File: src/shared/ccr_pkg.sv
// Constants, register map and decode helpers shared by the converter register block
package ccr_pkg;

  // ====================
  // Clock and timing
  localparam int unsigned CCR_CLK_PERIOD_NS = 5;
  localparam int unsigned CCR_CYC_PER_MS = 1000000 / CCR_CLK_PERIOD_NS;
  localparam int unsigned CCR_PAUSE_SHORT_MS = 10;
  localparam int unsigned CCR_PAUSE_MID_MS = 100;
  localparam int unsigned CCR_PAUSE_LONG_MS = 500;

  // ====================
  // Register offsets and lock region
  localparam logic [7:0] CCR_OFS_LOCK = 8'h0d;
  localparam logic [7:0] CCR_OFS_CTRL_B = 8'h0f;
  localparam logic [7:0] CCR_OFS_CTRL_C = 8'h10;
  localparam logic [7:0] CCR_OFS_UV = 8'h11;
  localparam logic [7:0] CCR_OFS_IOF = 8'h13;
  localparam logic [7:0] CCR_OFS_ADDR = 8'h14;
  localparam logic [7:0] CCR_OFS_REV = 8'h30;
  localparam logic [7:0] CCR_OFS_PART = 8'h31;
  localparam logic [7:0] CCR_OFS_PLAT = 8'h32;
  localparam logic [7:0] CCR_OFS_SETREV = 8'h33;
  localparam logic [7:0] CCR_LOCK_LO = 8'h0e;
  localparam logic [7:0] CCR_LOCK_HI = 8'h2f;
  localparam logic [7:0] CCR_UNLOCK_KEY = 8'h4a;
  localparam logic [7:0] CCR_LOCKED_READ = 8'h00;
  localparam logic [7:0] CCR_UNMAPPED_READ = 8'h00;

  // ====================
  // Reset values and writable-bit masks
  localparam logic [7:0] CCR_RST_CTRL_B = 8'h1c;
  localparam logic [7:0] CCR_RST_CTRL_C = 8'h17;
  localparam logic [7:0] CCR_RST_UV = 8'h60;
  localparam logic [7:0] CCR_RST_IOF = 8'hd9;
  localparam logic [7:0] CCR_RST_ADDR = 8'hcd;
  localparam logic [7:0] CCR_RST_ID = 8'h00;
  localparam logic [7:0] CCR_WMASK_CTRL_B = 8'hcf;
  localparam logic [7:0] CCR_WMASK_ADDR = 8'h0f;

  // ====================
  // Field positions
  localparam int unsigned CCR_PHASE_LSB = 6;
  localparam int unsigned CCR_ILIM_LSB = 0;
  localparam int unsigned CCR_PGDIS_BIT = 7;
  localparam int unsigned CCR_PGADJ_LSB = 2;
  localparam int unsigned CCR_STUP_LSB = 0;
  localparam int unsigned CCR_HYS_LSB = 5;
  localparam int unsigned CCR_CRIT_LSB = 0;
  localparam int unsigned CCR_IOEN_BIT = 7;
  localparam int unsigned CCR_PAUSE_LSB = 5;
  localparam int unsigned CCR_IOLVL_LSB = 3;
  localparam int unsigned CCR_WARN_LSB = 0;
  localparam int unsigned CCR_BADDR_LSB = 0;
  localparam int unsigned CCR_MRC_LSB = 4;
  localparam int unsigned CCR_VRC_LSB = 0;

  // ====================
  // Analog scales; values in mA, mV or 10 mV units
  localparam logic [13:0] CCR_ILIM_BASE_MA = 14'h12c0;
  localparam logic [13:0] CCR_ILIM_STEP_MA = 14'h01c2;
  localparam logic [13:0] CCR_PG_BASE_CV = 14'h00fa;
  localparam logic [13:0] CCR_PG_STEP_CV = 14'h000a;
  localparam logic [4:0] CCR_PG_MAX_CODE = 5'h19;
  localparam logic [13:0] CCR_STUP_STEP_MA = 14'h01f4;
  localparam logic [13:0] CCR_HYS_STEP_MV = 14'h0032;
  localparam logic [13:0] CCR_CRIT_BASE_CV = 14'h01cc;
  localparam logic [13:0] CCR_CRIT_STEP_CV = 14'h0005;
  localparam logic [13:0] CCR_WARN_BASE_CV = 14'h0208;
  localparam logic [13:0] CCR_WARN_STEP_CV = 14'h0014;
  localparam logic [13:0] CCR_IO_MV_0 = 14'h05dc;
  localparam logic [13:0] CCR_IO_MV_1 = 14'h0708;
  localparam logic [13:0] CCR_IO_MV_2 = 14'h0af0;
  localparam logic [13:0] CCR_IO_MV_3 = 14'h0ce4;

  // ====================
  // Codes, serial bus constants and states
  localparam logic [1:0] CCR_WAIT_NONE = 2'h0;
  localparam logic [1:0] CCR_WAIT_SHORT = 2'h1;
  localparam logic [1:0] CCR_WAIT_MID = 2'h2;
  localparam logic [2:0] CCR_ADDR_LOW_BITS = 3'h0;
  localparam logic [3:0] CCR_BITS_PER_BYTE = 4'h8;

  typedef enum logic [3:0] {
    CCR_I2C_IDLE, CCR_I2C_ADDR, CCR_I2C_ADDR_ACK, CCR_I2C_PTR, CCR_I2C_PTR_ACK,
    CCR_I2C_WDAT, CCR_I2C_WDAT_ACK, CCR_I2C_RDAT, CCR_I2C_RDAT_ACK
  } ccr_i2c_state_t;

  typedef enum logic {CCR_PS_IDLE, CCR_PS_WAIT} ccr_pause_state_t;

  // Linear code-to-value map: base + step * code
  function automatic logic [13:0] ccr_lin(input logic [13:0] base, input logic [13:0] step,
                                          input logic [4:0] code);
    logic [18:0] acc;
    acc = 19'(base) + 19'(step) * 19'(code);
    return acc[13:0];
  endfunction

  // Register update that keeps non-writable bits at reset value
  function automatic logic [7:0] ccr_wr(input logic [7:0] wdata, input logic [7:0] mask,
                                        input logic [7:0] rst);
    return (wdata & mask) | (rst & ~mask);
  endfunction

endpackage

File: src/hdl/ccr_config_regs.sv
// Converter configuration and identity registers behind an I2C target
//
// Function
// Follower link clock phase 0/90/180/270 degrees
// Peak current limit 4800 mA plus 450/code
// Host sets comparator disable once, statically
// Good threshold 2.50 V plus 0.10 V, saturating
// Startup current 500 mA steps, reset code 3
// Undervoltage hysteresis 50 mV steps, reset 3
// Host programs critical level at least 5.00 V
// Regulator off: core-supplied pads, open-drain only
// Power-cycle pause none/10/100/500 ms before reboot
// I/O supply level 1.5/1.8/2.8/3.3 V
// Warning level 5.2 V plus 0.2 V/code
// Bus address is field then three zeros
// Variant register: mask and package revision
// Platform code register, resets to zero
// Setting revision zero means unconfigured
// Lock region writes blocked unless key written
// Reserved fields stay at their reset values
`timescale 1ns/1ps
module ccr_config_regs
  import ccr_pkg::*;
#(
  parameter int unsigned PAUSE_SHORT_CYC = CCR_PAUSE_SHORT_MS * CCR_CYC_PER_MS,
  parameter int unsigned PAUSE_MID_CYC = CCR_PAUSE_MID_MS * CCR_CYC_PER_MS,
  parameter int unsigned PAUSE_LONG_CYC = CCR_PAUSE_LONG_MS * CCR_CYC_PER_MS,
  parameter int unsigned PHASE_QUARTER_CYC = 4,
  parameter logic [7:0] PART_IDENTITY = 8'h5a // Arbitrary value
) (
  input wire logic sys_clk,
  input wire logic resetn,
  input wire logic scl_in,
  input wire logic sda_in,
  output logic sda_out,
  output logic sda_oe_n,
  input wire logic companion_mode,
  input wire logic power_cycle_req,
  output logic converter_clock,
  output logic follower_link_clock,
  output logic [13:0] peak_current_limit_ma,
  output logic good_comparator_disable,
  output logic [13:0] good_threshold_cv,
  output logic [13:0] startup_current_ma,
  output logic [13:0] undervoltage_hysteresis_mv,
  output logic [13:0] undervoltage_critical_cv,
  output logic [13:0] undervoltage_warning_cv,
  output logic io_supply_regulator_enable,
  output logic pads_from_core_supply,
  output logic open_drain_only,
  output logic [13:0] io_supply_level_mv,
  output logic pause_active,
  output logic reboot_go,
  output logic [6:0] device_address,
  output logic [3:0] mask_revision_code,
  output logic [3:0] package_variant_code,
  output logic [7:0] platform_code,
  output logic [7:0] setting_revision,
  output logic otp_configured
);

  // ====================
  // Pin synchronisation and bus edge detection
  logic scl_s;
  logic sda_s;
  logic scl_p_q;
  logic sda_p_q;
  logic scl_rise;
  logic scl_fall;
  logic bus_start;
  logic bus_stop;

  ccr_sync2 #(.W(2), .RST_VAL(2'h3)) u_sync (
    .sys_clk(sys_clk),
    .resetn(resetn),
    .d({scl_in, sda_in}),
    .q({scl_s, sda_s})
  );

  // Previous sampled levels for edge detection
  always_ff @(posedge sys_clk) begin
    if (!resetn) begin
      scl_p_q <= 1'b1;
      sda_p_q <= 1'b1;
    end else begin
      scl_p_q <= scl_s;
      sda_p_q <= sda_s;
    end
  end

  // SDA moving while SCL is high marks start and stop
  assign scl_rise = scl_s && !scl_p_q;
  assign scl_fall = !scl_s && scl_p_q;
  assign bus_start = scl_s && scl_p_q && sda_p_q && !sda_s;
  assign bus_stop = scl_s && scl_p_q && !sda_p_q && sda_s;

  // ====================
  // Register state
  logic [7:0] ctrl_b_q, ctrl_b_d;
  logic [7:0] ctrl_c_q, ctrl_c_d;
  logic [7:0] uv_q, uv_d;
  logic [7:0] iof_q, iof_d;
  logic [7:0] addr_q, addr_d;
  logic [7:0] rev_q, rev_d;
  logic [7:0] plat_q, plat_d;
  logic [7:0] setrev_q, setrev_d;
  logic unlocked_q, unlocked_d;
  logic [7:0] rdata;
  logic region_blocked;

  // ====================
  // I2C target engine
  ccr_i2c_state_t st_q, st_d;
  logic [3:0] bits_q, bits_d;
  logic [7:0] shift_q, shift_d;
  logic [7:0] ptr_q, ptr_d;
  logic rd_q, rd_d;
  logic ack_q, ack_d;
  logic oe_n_q, oe_n_d;
  logic wr_en;

  assign device_address = {addr_q[CCR_BADDR_LSB +: 4], CCR_ADDR_LOW_BITS};

  // Byte engine: sample on SCL rise, change SDA after SCL fall
  always_comb begin
    st_d = st_q;
    bits_d = bits_q;
    shift_d = shift_q;
    ptr_d = ptr_q;
    rd_d = rd_q;
    ack_d = ack_q;
    oe_n_d = oe_n_q;
    wr_en = 1'b0;
    if (bus_start) begin
      st_d = CCR_I2C_ADDR;
      bits_d = '0;
      oe_n_d = 1'b1;
    end else if (bus_stop) begin
      st_d = CCR_I2C_IDLE;
      oe_n_d = 1'b1;
    end else begin
      unique case (st_q)
        CCR_I2C_IDLE: begin
          oe_n_d = 1'b1;
        end
        CCR_I2C_ADDR, CCR_I2C_PTR, CCR_I2C_WDAT: begin
          if (scl_rise) begin
            shift_d = {shift_q[6:0], sda_s};
            bits_d = bits_q + 4'h1;
          end
          if (scl_fall && bits_q == CCR_BITS_PER_BYTE) begin
            bits_d = '0;
            if (st_q == CCR_I2C_ADDR) begin
              // Foreign addresses are ignored until the next start
              if (shift_q[7:1] == device_address) begin
                st_d = CCR_I2C_ADDR_ACK;
                oe_n_d = 1'b0;
                rd_d = shift_q[0];
              end else begin
                st_d = CCR_I2C_IDLE;
              end
            end else if (st_q == CCR_I2C_PTR) begin
              ptr_d = shift_q;
              st_d = CCR_I2C_PTR_ACK;
              oe_n_d = 1'b0;
            end else begin
              // Locked or unmapped writes are still acknowledged
              wr_en = 1'b1;
              ptr_d = ptr_q + 8'h01;
              st_d = CCR_I2C_WDAT_ACK;
              oe_n_d = 1'b0;
            end
          end
        end
        CCR_I2C_ADDR_ACK: begin
          if (scl_fall) begin
            if (rd_q) begin
              st_d = CCR_I2C_RDAT;
              shift_d = rdata;
              oe_n_d = rdata[7];
            end else begin
              st_d = CCR_I2C_PTR;
              oe_n_d = 1'b1;
            end
          end
        end
        CCR_I2C_PTR_ACK, CCR_I2C_WDAT_ACK: begin
          if (scl_fall) begin
            st_d = CCR_I2C_WDAT;
            oe_n_d = 1'b1;
          end
        end
        CCR_I2C_RDAT: begin
          if (scl_rise) begin
            bits_d = bits_q + 4'h1;
          end
          if (scl_fall) begin
            if (bits_q == CCR_BITS_PER_BYTE) begin
              st_d = CCR_I2C_RDAT_ACK;
              bits_d = '0;
              oe_n_d = 1'b1;
              ptr_d = ptr_q + 8'h01;
            end else begin
              shift_d = {shift_q[6:0], 1'b0};
              oe_n_d = shift_q[6];
            end
          end
        end
        CCR_I2C_RDAT_ACK: begin
          if (scl_rise) begin
            ack_d = !sda_s;
          end
          if (scl_fall) begin
            if (ack_q) begin
              st_d = CCR_I2C_RDAT;
              shift_d = rdata;
              oe_n_d = rdata[7];
            end else begin
              st_d = CCR_I2C_IDLE;
            end
          end
        end
        default: begin
          st_d = CCR_I2C_IDLE;
          oe_n_d = 1'b1;
        end
      endcase
    end
  end

  always_ff @(posedge sys_clk) begin
    if (!resetn) begin
      st_q <= CCR_I2C_IDLE;
      bits_q <= '0;
      shift_q <= '0;
      ptr_q <= '0;
      rd_q <= 1'b0;
      ack_q <= 1'b0;
      oe_n_q <= 1'b1;
    end else begin
      st_q <= st_d;
      bits_q <= bits_d;
      shift_q <= shift_d;
      ptr_q <= ptr_d;
      rd_q <= rd_d;
      ack_q <= ack_d;
      oe_n_q <= oe_n_d;
    end
  end

  // Open drain: the pad only ever pulls low
  assign sda_out = 1'b0;
  assign sda_oe_n = oe_n_q;

  // ====================
  // Register file
  assign region_blocked = (ptr_q >= CCR_LOCK_LO) && (ptr_q <= CCR_LOCK_HI) && !unlocked_q;

  // Write decode; reserved bits are forced back to reset values
  always_comb begin
    ctrl_b_d = ctrl_b_q;
    ctrl_c_d = ctrl_c_q;
    uv_d = uv_q;
    iof_d = iof_q;
    addr_d = addr_q;
    rev_d = rev_q;
    plat_d = plat_q;
    setrev_d = setrev_q;
    unlocked_d = unlocked_q;
    if (wr_en && ptr_q == CCR_OFS_LOCK) begin
      unlocked_d = (shift_q == CCR_UNLOCK_KEY);
    end else if (wr_en && !region_blocked) begin
      case (ptr_q)
        CCR_OFS_CTRL_B: ctrl_b_d = ccr_wr(shift_q, CCR_WMASK_CTRL_B, CCR_RST_CTRL_B);
        CCR_OFS_CTRL_C: ctrl_c_d = shift_q;
        CCR_OFS_UV: uv_d = shift_q;
        CCR_OFS_IOF: iof_d = shift_q;
        CCR_OFS_ADDR: addr_d = ccr_wr(shift_q, CCR_WMASK_ADDR, CCR_RST_ADDR);
        CCR_OFS_REV: rev_d = shift_q;
        CCR_OFS_PLAT: plat_d = shift_q;
        CCR_OFS_SETREV: setrev_d = shift_q;
        default: begin
        end
      endcase
    end
  end

  always_ff @(posedge sys_clk) begin
    if (!resetn) begin
      ctrl_b_q <= CCR_RST_CTRL_B;
      ctrl_c_q <= CCR_RST_CTRL_C;
      uv_q <= CCR_RST_UV;
      iof_q <= CCR_RST_IOF;
      addr_q <= CCR_RST_ADDR;
      rev_q <= CCR_RST_ID;
      plat_q <= CCR_RST_ID;
      setrev_q <= CCR_RST_ID;
      unlocked_q <= 1'b0;
    end else begin
      ctrl_b_q <= ctrl_b_d;
      ctrl_c_q <= ctrl_c_d;
      uv_q <= uv_d;
      iof_q <= iof_d;
      addr_q <= addr_d;
      rev_q <= rev_d;
      plat_q <= plat_d;
      setrev_q <= setrev_d;
      unlocked_q <= unlocked_d;
    end
  end

  // Read mux; loaded into the shift register at each read byte start
  always_comb begin
    case (ptr_q)
      CCR_OFS_LOCK: rdata = unlocked_q ? CCR_UNLOCK_KEY : CCR_LOCKED_READ;
      CCR_OFS_CTRL_B: rdata = ctrl_b_q;
      CCR_OFS_CTRL_C: rdata = ctrl_c_q;
      CCR_OFS_UV: rdata = uv_q;
      CCR_OFS_IOF: rdata = iof_q;
      CCR_OFS_ADDR: rdata = addr_q;
      CCR_OFS_REV: rdata = rev_q;
      CCR_OFS_PART: rdata = PART_IDENTITY;
      CCR_OFS_PLAT: rdata = plat_q;
      CCR_OFS_SETREV: rdata = setrev_q;
      default: rdata = CCR_UNMAPPED_READ;
    endcase
  end

  // ====================
  // Power-cycle pause timer
  ccr_pause_state_t ps_q, ps_d;
  logic [31:0] pcnt_q, pcnt_d;
  logic go_q, go_d;
  logic [1:0] wait_code;

  assign wait_code = iof_q[CCR_PAUSE_LSB +: 2];

  // Wait length latched at the request; later writes do not stretch it
  always_comb begin
    ps_d = ps_q;
    pcnt_d = pcnt_q;
    go_d = 1'b0;
    unique case (ps_q)
      CCR_PS_IDLE: begin
        if (power_cycle_req) begin
          if (wait_code == CCR_WAIT_NONE) begin
            go_d = 1'b1;
          end else begin
            ps_d = CCR_PS_WAIT;
            if (wait_code == CCR_WAIT_SHORT) begin
              pcnt_d = 32'(PAUSE_SHORT_CYC - 1);
            end else if (wait_code == CCR_WAIT_MID) begin
              pcnt_d = 32'(PAUSE_MID_CYC - 1);
            end else begin
              pcnt_d = 32'(PAUSE_LONG_CYC - 1);
            end
          end
        end
      end
      CCR_PS_WAIT: begin
        if (pcnt_q == '0) begin
          ps_d = CCR_PS_IDLE;
          go_d = 1'b1;
        end else begin
          pcnt_d = pcnt_q - 32'h1;
        end
      end
    endcase
  end

  always_ff @(posedge sys_clk) begin
    if (!resetn) begin
      ps_q <= CCR_PS_IDLE;
      pcnt_q <= '0;
      go_q <= 1'b0;
    end else begin
      ps_q <= ps_d;
      pcnt_q <= pcnt_d;
      go_q <= go_d;
    end
  end

  assign pause_active = (ps_q == CCR_PS_WAIT);
  assign reboot_go = go_q;

  // ====================
  // Follower link clock
  ccr_phase_gen #(.QUARTER_CYC(PHASE_QUARTER_CYC)) u_phase (
    .sys_clk(sys_clk),
    .resetn(resetn),
    .enable(companion_mode),
    .phase(ctrl_b_q[CCR_PHASE_LSB +: 2]),
    .converter_clock(converter_clock),
    .follower_link_clock(follower_link_clock)
  );

  // ====================
  // Decoded settings to the analog side, registered
  logic [13:0] ilim_d, pg_d, stup_d, hys_d, crit_d, warn_d, io_d;
  logic [4:0] pg_code;

  always_comb begin
    pg_code = ctrl_c_q[CCR_PGADJ_LSB +: 5];
    if (pg_code > CCR_PG_MAX_CODE) begin
      pg_code = CCR_PG_MAX_CODE;
    end
    ilim_d = ccr_lin(CCR_ILIM_BASE_MA, CCR_ILIM_STEP_MA,
                     {1'b0, ctrl_b_q[CCR_ILIM_LSB +: 4]});
    pg_d = ccr_lin(CCR_PG_BASE_CV, CCR_PG_STEP_CV, pg_code);
    stup_d = ccr_lin(CCR_STUP_STEP_MA, CCR_STUP_STEP_MA,
                     {3'h0, ctrl_c_q[CCR_STUP_LSB +: 2]});
    hys_d = ccr_lin(CCR_HYS_STEP_MV, CCR_HYS_STEP_MV, {2'h0, uv_q[CCR_HYS_LSB +: 3]});
    crit_d = ccr_lin(CCR_CRIT_BASE_CV, CCR_CRIT_STEP_CV, uv_q[CCR_CRIT_LSB +: 5]);
    warn_d = ccr_lin(CCR_WARN_BASE_CV, CCR_WARN_STEP_CV,
                     {2'h0, iof_q[CCR_WARN_LSB +: 3]});
    unique case (iof_q[CCR_IOLVL_LSB +: 2])
      2'h0: io_d = CCR_IO_MV_0;
      2'h1: io_d = CCR_IO_MV_1;
      2'h2: io_d = CCR_IO_MV_2;
      2'h3: io_d = CCR_IO_MV_3;
    endcase
  end

  always_ff @(posedge sys_clk) begin
    if (!resetn) begin
      peak_current_limit_ma <= '0;
      good_threshold_cv <= '0;
      startup_current_ma <= '0;
      undervoltage_hysteresis_mv <= '0;
      undervoltage_critical_cv <= '0;
      undervoltage_warning_cv <= '0;
      io_supply_level_mv <= '0;
    end else begin
      peak_current_limit_ma <= ilim_d;
      good_threshold_cv <= pg_d;
      startup_current_ma <= stup_d;
      undervoltage_hysteresis_mv <= hys_d;
      undervoltage_critical_cv <= crit_d;
      undervoltage_warning_cv <= warn_d;
      io_supply_level_mv <= io_d;
    end
  end

  // Direct register bits; pads fall back to the core supply
  assign good_comparator_disable = ctrl_c_q[CCR_PGDIS_BIT];
  assign io_supply_regulator_enable = iof_q[CCR_IOEN_BIT];
  assign pads_from_core_supply = !iof_q[CCR_IOEN_BIT];
  assign open_drain_only = pads_from_core_supply;
  assign mask_revision_code = rev_q[CCR_MRC_LSB +: 4];
  assign package_variant_code = rev_q[CCR_VRC_LSB +: 4];
  assign platform_code = plat_q;
  assign setting_revision = setrev_q;
  assign otp_configured = |setrev_q;

endmodule

File: src/hdl/ccr_sync2.sv
// Two-flop synchroniser for pin inputs
`timescale 1ns/1ps
module ccr_sync2 #(
  parameter int unsigned W = 1,
  parameter logic [W-1:0] RST_VAL = '1
) (
  input wire logic sys_clk,
  input wire logic resetn,
  input wire logic [W-1:0] d,
  output logic [W-1:0] q
);

  logic [W-1:0] meta_q;

  // First stage feeds only the second stage
  always_ff @(posedge sys_clk) begin
    if (!resetn) begin
      meta_q <= RST_VAL;
      q <= RST_VAL;
    end else begin
      meta_q <= d;
      q <= meta_q;
    end
  end

endmodule

File: src/hdl/ccr_phase_gen.sv
// Converter clock and phase-shifted follower link clock generator
`timescale 1ns/1ps
module ccr_phase_gen #(
  parameter int unsigned QUARTER_CYC = 4
) (
  input wire logic sys_clk,
  input wire logic resetn,
  input wire logic enable,
  input wire logic [1:0] phase,
  output logic converter_clock,
  output logic follower_link_clock
);

  localparam int unsigned PER = 4 * QUARTER_CYC;
  localparam int unsigned CW = $clog2(PER);

  logic [CW-1:0] cnt_q;
  logic [CW-1:0] cnt_d;
  logic conv_d;
  logic foll_d;

  // Free-running period counter; follower lags by phase quarters
  always_comb begin
    int unsigned pos;
    pos = 0;
    cnt_d = (int'(cnt_q) == PER - 1) ? '0 : cnt_q + CW'(1);
    conv_d = int'(cnt_q) < PER / 2;
    pos = (int'(cnt_q) + PER - int'(phase) * QUARTER_CYC) % PER;
    // Held low outside paired operation so the companion sees no edges
    foll_d = enable && (pos < PER / 2);
  end

  always_ff @(posedge sys_clk) begin
    if (!resetn) begin
      cnt_q <= '0;
      converter_clock <= 1'b0;
      follower_link_clock <= 1'b0;
    end else begin
      cnt_q <= cnt_d;
      converter_clock <= conv_d;
      follower_link_clock <= foll_d;
    end
  end

endmodule

File: config.mk
export PLATFORM = sky130hd
export DESIGN_NAME = ccr_config_regs
export DESIGN_NICKNAME = d
export VERILOG_FILES = /design/src/shared/ccr_pkg.sv /design/src/hdl/ccr_config_regs.sv /design/src/hdl/ccr_sync2.sv /design/src/hdl/ccr_phase_gen.sv
export SDC_FILE = /design/constraint.sdc
export NUM_CORES = 1
export LEC_CHECK = 0
export BUFFER_PORTS_ARGS = -buffer_cell sky130_fd_sc_hd__buf_4
export CAP_MARGIN = 20
export CORE_MARGIN = 4
export CORE_UTILIZATION = 58
export DETAILED_ROUTE_END_ITERATION = 16
export GPL_ROUTABILITY_DRIVEN = 0
export MAX_ROUTING_LAYER = met4
export PLACE_DENSITY = 0.83
export SYNTH_ARGS = -nofsm -noshare
export SYNTH_HDL_FRONTEND = slang
export SYNTH_HIERARCHICAL = 1
export SYNTH_SLANG_ARGS = --single-unit
export TNS_END_PERCENT = 1
File: constraint.sdc
create_clock -name sys_clk -period 3.27 [get_ports sys_clk]
set_input_delay 0.327 -clock sys_clk [delete_from_list [all_inputs] [get_ports sys_clk]]
set_output_delay 0.327 -clock sys_clk [all_outputs]
set_load 0.01 [all_outputs]
==> flow_metrics.tcl, run 1 <==
set metrics [dict create \
    dr.pass1.iters 5 \
    whs_path_depth 2 \
    avgRoutedWirePerCell_um 16.7 \
    cts_tree "built" \
    fp.dieW_um 139 \
    max_freq_mhz 339 \
    clockRootBuffer "clkbuf_16" \
    synth_seq_area_share_pct 39.3 \
    max_cap_viol_count 0 \
    cts_resized 0 \
    slew_headroom_pct 49.4 \
    dr.first_iter.drc_count 930 \
    synth.distinct_cells 72 \
    fp-row-count 47 \
    die_h_um 139 \
    cts_buffers 17 \
    grt_pass1_vias 7995 \
    setup_violations 0 \
    hold_violations 0 \
    num-nets-final 1323 \
    post-cts-setup-buffers 0 \
    drv_slew 0 \
    wirelength_mm 24.6 \
    reg2regPathDepth 11 \
    finClkSkew_ps 6.88 \
    rsz0062_at_grt "no" \
    async_flop_share_pct 0 \
    htree_levels 4 \
    ys.flop_type "dfxtp_1" \
    cp_max_fo 6 \
    grt_pass1_wl_mm 39.9 \
    dieArea_um2 19300 \
    crit_arrival_ps 3270 \
    ir_drop_uv 418 \
    vias_per_cell 5.94 \
    syn_to_final_growth_pct 13.7 \
    critPathLaunchType "register" \
    finalCriticalPeriod_ps 2950 \
    power_leakage_uw 0.00479 \
    fin_crit_sh_pct 90.2 \
    cts.sinks 195 \
    synthCells 1174 \
    synth_edf_count 0 \
    utilization_pct 67.5 \
    antenna_found_initial 0 \
    hold_buffers 0 \
    status "finished, final reports clean" \
    via_count 8762 \
    grt_max_degree 51 \
    pin_count 146 \
    antenna_cells 0 \
    ys_ff_latch 195 \
    grt_overflow 0 \
    cts_buffer_depth 2 \
    grt_usage_pct 25.2 \
    antenna_left 0 \
    power_density_nw_per_um2 443 \
    route.detailed.drc 0 \
    required_ps 3590 \
    syn_area_per_cell_um2 8.45 \
    fillers 1352 \
    clkLatencyLatePin_ps 430 \
    core-area_um2 16700 \
    syn_area_um2 9920 \
    clk_pin_slew_worst_paths_ps 70 \
    tightest_slew_ps 750 \
    whs_ps 75.4 \
    multi_input_area_um2 5400 \
    placed_cells 1445 \
    min_path_type "in -> reg" \
    ys_warn_count 6 \
    setup_tns_ps 0 \
    start_util_pct 59.4 \
    cp-end-kind "register" \
    stdcell_count 1476 \
    io_buffers 111 \
    fin_area_um2 11300 \
    seq_area_um2 3900 \
    dpl_cell_area_um2 10700 \
    place_hpwl_mm 17.2 \
    critPathKind "reg -> reg" \
    drive_gt1_share_pct 13.9 \
]
cells in the mapped netlist (all sizes together) (6+ instances only):
cell    count  area (µm²)
nand2b     14        87.6
nand4b      6        52.6
nand4      12        75.1
inv        45         169
dfxtp     195        3900
nor4       16         121
mux2i      11         110
or3         7        43.8
a211oi      9        67.6
nor2b       8        50.1
xor2       30         263
and3        6        37.5
clkbuf     58         218
nor3       33         170
nand2      94         353
a31oi      17         106
ha         67         838
a222oi     15         150
and2       14        87.6
o21ai      76         380
a21o        9        67.6
nand3      82         420
xnor2      26         228
nor2      122         458
a21oi      66         330
fa          6         120
o22ai      11        68.8
buf        51         355
per-layer routing:
| metal | track usage (%) | share of wire [%] | vias up |
|---|---|---|---|
| met2 | 40.7 | 48 | 433 |
| li1 | - | - | 4183 |
| met5 | - | 0 | - |
| met1 | 31.9 | 41 | 4079 |
| met4 | 8.96 | 2.8 | 0 |
| met3 | 4.34 | 8.1 | 67 |
through the flow:
step	power [µW]	setup slack, ps
2_1_floorplan	2870	621
3_3_place_gp	2960	541
3_5_place_dp	2980	471
4_1_cts	5010	330
5_1_grt	5160	88.3
6_report	5000	322
kinds of logic (layout without fill, tap and decap cells):
family	count (synthesis)	in the layout	share of synthesized area, %
DFF	195	195	39.3
other	1	34	0.0378
AOI/OAI and AO/OA	249	249	16.0
and+or+nand+nor	435	435	21.4
adders and majority gates	73	73	9.66
xor gates and xnor gates	56	56	4.94
muxes	11	11	1.11
buffers and inverters	154	203	7.48
layout by cell type (no fill, tap or decap), types with 4 or more instances in the layout:
cell type and count:
a211oi_1 9, a21o_1 9, a21oi_1 66, a222oi_1 15, a22oi_1 5, a311oi_1 5, a31oi_1 17, and2_1 14
and3_1 6, buf_4 127, clkbuf_16 17, conb_1 34, dfxtp_1 195, fa_1 6, ha_1 67, inv_1 44
mux2i_1 11, nand2_1 94, nand2b_1 14, nand3_1 80, nand4_1 12, nand4b_1 6, nor2_1 122, nor2b_1 8
nor3_1 32, nor3b_1 4, nor4_1 14, o211ai_1 5, o21ai_0 76, o22ai_1 11, or2_2 4, or3_1 7
xnor2_1 26, xor2_1 30
where the power goes:
| part | switching, µW | total [µW] | internal [µW] |
|---|---|---|---|
| Combinational | 253 | 401 | 148 |
| Clock | 914 | 2060 | 1150 |
| Sequential | 90.4 | 2530 | 2440 |
registers in the layout (all words and copies together) (netlist names), 9 cells and up:
name and count:
undervoltage_hysteresis_mv 9, good_threshold_cv 9, undervoltage_critical_cv 10, pcnt_q 32, peak_current_limit_ma 12
critical path: stages (launching register included):
cell and delay, ps:
dfxtp_1 460, inv_1 150, fa_1 520, inv_1 40
ha_1 330, ha_1 310, a21o_1 160, a21oi_1 210
xor2_1 150, nor3_1 270, xor2_1 190, nor2_1 50
path summary, 6_finish.rpt:
path | from | endpoint | slack [ps]
max | ctrl_b_q[2] | peak_current_limit_ma[12] | 320
min reg2reg | u_sync/meta_q[0] | u_sync/q[0] | 410
max reg2reg | ctrl_b_q[2] | peak_current_limit_ma[12] | 320
min | sda_in | u_sync/meta_q[0] | 80
cell type report:
| class | count | share of cell area (%) |
|---|---|---|
| Inverter | 45 | 1.50 |
| Tap cell | 220 | 2.44 |
| Multi-Input combinational cell | 858 | 47.9 |
| Clock buffer | 20 | 3.96 |
| Clock inverter | 11 | 1.14 |
| Sequential cell | 195 | 34.6 |
| Timing Repair Buffer | 127 | 8.45 |
No activity file was read; power rests on OpenSTA's default activity.
==> inputs of run 2 (changes only) <==
CTS_BUF_LIST = sky130_fd_sc_hd__clkbuf_4 sky130_fd_sc_hd__clkbuf_8 sky130_fd_sc_hd__clkbuf_16   (was unset)
GPL_TIMING_DRIVEN = 0   (was unset)
==> run 2 against run 1 <==
Against the previous run: maximum frequency fell by 0.78%; hold slack got worse by 10 ps; cell count rose by 6.4%; count of clock-buffer cells in the layout rose by 1; sequential share of layout area fell by 1.3 points; clock power fell by 2%; final area rose by 3.9%; die area did not move; sequential power fell by 2%; combinational power rose by 25%; total power barely moved; setup slack got worse by 23 ps; critical path type unchanged; critical endpoint unchanged.
==> flow_metrics.tcl, run 2 (synthesis gave the netlist of run 1 again) <==
set metrics [dict create \
    status "finished, final reports clean" \
    power_density_nw_per_um2 426 \
    fp-row-count 47 \
    vias_per_cell 5.84 \
    core-area_um2 16700 \
    crit_start "ctrl_b_q[1]" \
    utilization_pct 70.2 \
    seq_area_um2 3900 \
    hold_violations 0 \
    route.detailed.drc 0 \
    crit_arrival_ps 3270 \
    cp-end-kind "register" \
    wirelength_mm 26.5 \
    fin_crit_sh_pct 90.9 \
    grt_max_degree 18 \
    largest_reg_flops 32 \
    finalCriticalPeriod_ps 2970 \
    finClkSkew_ps 8.64 \
    via_count 9166 \
    antenna_found_initial 0 \
    max_cap_viol_count 0 \
    max_freq_mhz 337 \
    largestRegisters "pcnt_q: 32 flops, peak_current_limit_ma: 12 flops, undervoltage_critical_cv: 10 flops" \
    syn_to_final_growth_pct 18.1 \
    grt_pass1_wl_mm 42.7 \
    slew_headroom_pct 43.2 \
    cp_max_fo 5 \
    cts_resized 0 \
    antenna_cells 0 \
    pin_count 146 \
    cts_buffers 17 \
    clk_pin_slew_worst_paths_ps 70 \
    htree_levels 4 \
    setup_violations 0 \
    min_path_type "in -> reg" \
    final_common_cell "dfxtp_1" \
    antenna_left 0 \
    hold_start "resetn" \
    reg2reg_from "ctrl_b_q[1]" \
    total_power_uw 5000 \
    clockRootBuffer "clkbuf_16" \
    fp.dieW_um 139 \
    power_leakage_uw 0.00503 \
    multi_input_area_um2 5400 \
    cts_buffer_depth 2 \
    required_ps 3560 \
    grt_pass1_vias 8539 \
    rsz0062_at_grt "no" \
    setup_tns_ps 0 \
    fillers 1336 \
    regMostFlops "pcnt_q" \
    dr.first_iter.drc_count 1147 \
    post-cts-setup-buffers 0 \
    grt_usage_pct 27.4 \
    grt_overflow 0 \
    num-nets-final 1416 \
    drv_slew 0 \
    final_cell_mix "dfxtp_1 (195), buf_4 (151), nor2_1 (122)" \
    clkLatencyLatePin_ps 440 \
    critPathLaunchType "register" \
    drive_gt1_share_pct 15.3 \
    whs_ps 65.2 \
    start_util_pct 59.4 \
    cts.sinks 195 \
    hold_buffers 0 \
    dieArea_um2 19300 \
    critPathKind "reg -> reg" \
    dr.pass1.iters 7 \
    place_hpwl_mm 19.4 \
    tightest_slew_ps 844 \
    ir_drop_uv 428 \
    die_h_um 139 \
    avgRoutedWirePerCell_um 16.9 \
    cts_tree "built" \
    io_buffers 111 \
]
## run 2: changes by cell type in the layout (fill, tap and decap cells not counted), moves of 2 or more
cell	delta
buf_1	+5
buf_2	+5
buf_4	+24
bufinv_16	-2
clkbuf_1	+56
clkbuf_8	+2
inv_8	+2
## run 2: area by class of cell
type / instances / area share [%]
multi-input cells: 858 / 46.1
flip-flops and latches: 195 / 33.3
repair buffers: 111 / 7.11
plain buffers: 109 / 4.89
clock buffers: 21 / 4.05
well taps: 220 / 2.35
inverters: 45 / 1.44
clock inverters: 11 / 0.779
## run 2: critical path, stage by stage (launching register included)
cell	delay (ps)
dfxtp_1	480
inv_1	190
fa_1	560
inv_1	40
ha_1	330
fa_1	470
a21o_1	190
a21oi_1	160
xnor2_1	180
xor2_1	170
nor2_1	60
## run 2: layer usage
layer / vias to the layer above / GRT usage, % / part of all wire, %
met4: 0 / 10.4 / 3.5
met1: 4192 / 34.2 / 41
li1: 4381 / - / -
met3: 90 / 6.28 / 9.5
met2: 503 / 43.7 / 46
met5: - / - / 0
## run 2: path summary, 6_finish.rpt
path / endpoint / slack (ps) / depth (start not counted)
worst max register to register: peak_current_limit_ma[12] / 300 / 10
worst min register to register: u_sync/q[0] / 410 / 1
worst min-delay path: undervoltage_warning_cv[9] / 70 / 1
worst max-delay path: peak_current_limit_ma[12] / 300 / 10
## run 2: through the flow
stage               cells  worst slack [ps]  area [µm²]
global route         1570               126       11700
floorplan            1207               621       10000
CTS                  1570               313       11700
finish               1570               299       11700
global placement     1538               362       11200
detailed placement   1538               318       11200
## run 2: report_power, final
part	internal, µW	switching [µW]	leakage [µW]	total (µW)
combinational	181	319	0.00316	500
sequential	2440	44.3	0.00159	2490
clock	1060	951	0.000278	2010
total	3680	1310	0.00503	5000
==> inputs of run 3 (changes only) <==
CORE_UTILIZATION = 55   (was 58)
PLACE_DENSITY = 0.79   (was 0.83)
==> run 3 against run 2 <==
Against the previous run: utilization shrank 2.8 points; final area up 0.40%; critical path type unchanged; register-to-register slack is essentially flat; combinational power about the same; highest routed layer unchanged; critical endpoint unchanged.
==> flow_metrics.tcl, run 3 (synthesis gave the netlist of run 1 again) <==
set metrics [dict create \
    status "finished, final reports clean" \
    crit_family "adder cells" \
    required_ps 3570 \
    max_freq_mhz 336 \
    cts.sinks 195 \
    grt_max_degree 18 \
    pin_count 146 \
    setup_violations 0 \
    dieArea_um2 20300 \
    max_stage_delay_ps 560 \
    crit_arrival_ps 3270 \
    finClkSkew_ps 10.8 \
    clkLatencyLatePin_ps 440 \
    crit_buf_inv 2 \
    cts_tree "built" \
    slew_headroom_pct 40.5 \
    reg2regPathDepth 10 \
    rsz0062_at_grt "no" \
    pwr-share-comb_pct 9.7 \
    fp.dieW_um 142 \
    fp-row-count 48 \
    clk_pin_slew_worst_paths_ps 70 \
    power_leakage_uw 0.00504 \
    vias_per_cell 5.80 \
    cp_slowest_cell "fa_1" \
    power_density_nw_per_um2 439 \
    post-cts-setup-buffers 0 \
    clockRootBuffer "clkbuf_16" \
    hold_buffers 0 \
    ir_drop_uv 399 \
    cts_resized 0 \
    setup_tns_ps 0 \
    crit_end "peak_current_limit_ma[12]" \
    internal_power_uw 3850 \
    cp-end-kind "register" \
    wirelength_mm 26.6 \
    start_util_pct 56.8 \
    io_buffers 111 \
    cp_num_cells 10 \
    seq_power_share_pct 48.1 \
    die_h_um 142 \
    largestRegisters "pcnt_q: 32 flops, peak_current_limit_ma: 12 flops, undervoltage_critical_cv: 10 flops" \
    total_power_uw 5160 \
    power_switching_uw 1320 \
    swShare_pct 25.5 \
    regToRegSetupSlack_ps 300 \
    dr.first_iter.drc_count 1332 \
    dr.pass1.iters 6 \
    critPathLaunchType "register" \
    cp_max_fo 5 \
    cts_buffers 17 \
    hold_violations 0 \
    crit_chain "inv_1 -> fa_1 -> inv_1 -> ha_1 -> fa_1 -> a21o_1 -> a21oi_1 -> xnor2_1 -> xor2_1 -> nor2_1" \
    fillers 1426 \
    largest_reg_flops 32 \
    num-nets-final 1416 \
    drive_gt1_share_pct 15.3 \
    regMostFlops "pcnt_q" \
    grt_pass1_vias 8469 \
    core-area_um2 17500 \
    grt_overflow 0 \
    critPathKind "reg -> reg" \
    crit_start "ctrl_b_q[1]" \
    final_common_cell "dfxtp_1" \
    avgRoutedWirePerCell_um 16.9 \
    via_count 9131 \
    final_cell_mix "dfxtp_1 (195), buf_4 (151), nor2_1 (122)" \
    tightest_slew_ps 882 \
    grt_usage_pct 26.8 \
    fin_crit_sh_pct 90.9 \
    r2r-end "peak_current_limit_ma[12]" \
    reg2reg_from "ctrl_b_q[1]" \
    syn_to_final_growth_pct 18.6 \
    place_hpwl_mm 19.5 \
    antenna_left 0 \
    min_path_type "in -> reg" \
    route.detailed.drc 0 \
    cts_buffer_depth 2 \
    grt_pass1_wl_mm 43.0 \
    drv_slew 0 \
    antenna_found_initial 0 \
    htree_levels 4 \
    antenna_cells 0 \
    clockPowerShare_pct 42.2 \
    max_cap_viol_count 0 \
    finalCriticalPeriod_ps 2970 \
]
==> run 3: worst min path at each step <==
stage,start,to,slack (ps),cells past startpoint
floorplan,resetn,undervoltage_warning_cv[9],350,0
global placement,u_sync/meta_q[0],u_sync/q[0],390,1
detailed placement,u_sync/meta_q[1],u_sync/q[1],390,1
CTS,resetn,undervoltage_warning_cv[9],70,1
global route,sda_in,u_sync/meta_q[0],80,2
finish,resetn,undervoltage_warning_cv[9],80,1
==> run 3: stage by stage <==
step	setup WS, ps	std cells	util (%)	area [µm²]	hold WS [ps]
floorplan	621	1207	-	10000	355
global placement	359	1543	63.9	11200	390
detailed placement	318	1543	63.9	11200	391
CTS	299	1574	67.3	11800	72.3
global route	136	1574	67.3	11800	78.9
finish	296	1574	67.3	11800	76.4
==> run 3: per-layer routing <==
layer | wire (µm) | GRT usage [%] | vias to the layer above | part of all wire [%]
li1 | - | - | 4386 | -
met1 | 11300 | 34.1 | 4251 | 42
met2 | 12100 | 42.4 | 427 | 46
met3 | 2440 | 5.44 | 67 | 9.2
met4 | 728 | 9.75 | 0 | 2.7
met5 | 0 | - | - | 0
==> run 3: worst register-to-register path, stage by stage (launching register included) <==
cell,delay (ps)
dfxtp_1,510
inv_1,200
fa_1,570
inv_1,40
ha_1,320
fa_1,460
a21o_1,200
a21oi_1,160
xnor2_1,170
xor2_1,160
nor2_1,50
==> run 3: power groups by stage <==
| stage | Clock [µW] | Sequential [µW] | Combinational, µW |
|---|---|---|---|
| 6_report | 2180 | 2490 | 500 |
| 5_1_grt | 2300 | 2490 | 549 |
| 4_1_cts | 2190 | 2490 | 489 |
| 3_5_place_dp | 0 | 2540 | 486 |
| 3_3_place_gp | 0 | 2540 | 478 |
| 2_1_floorplan | 0 | 2540 | 324 |
==> run 3: final cells by class <==
type                            count  area (µm²)  share of cell area (%)
Buffer                            109         573                    4.87
Clock buffer                       18         433                    3.68
Clock inverter                     13         173                    1.47
Inverter                           45         169                    1.44
Multi-Input combinational cell    858        5400                    45.9
Sequential cell                   195        3900                    33.2
Tap cell                          225         282                    2.39
Timing Repair Buffer              111         833                    7.08
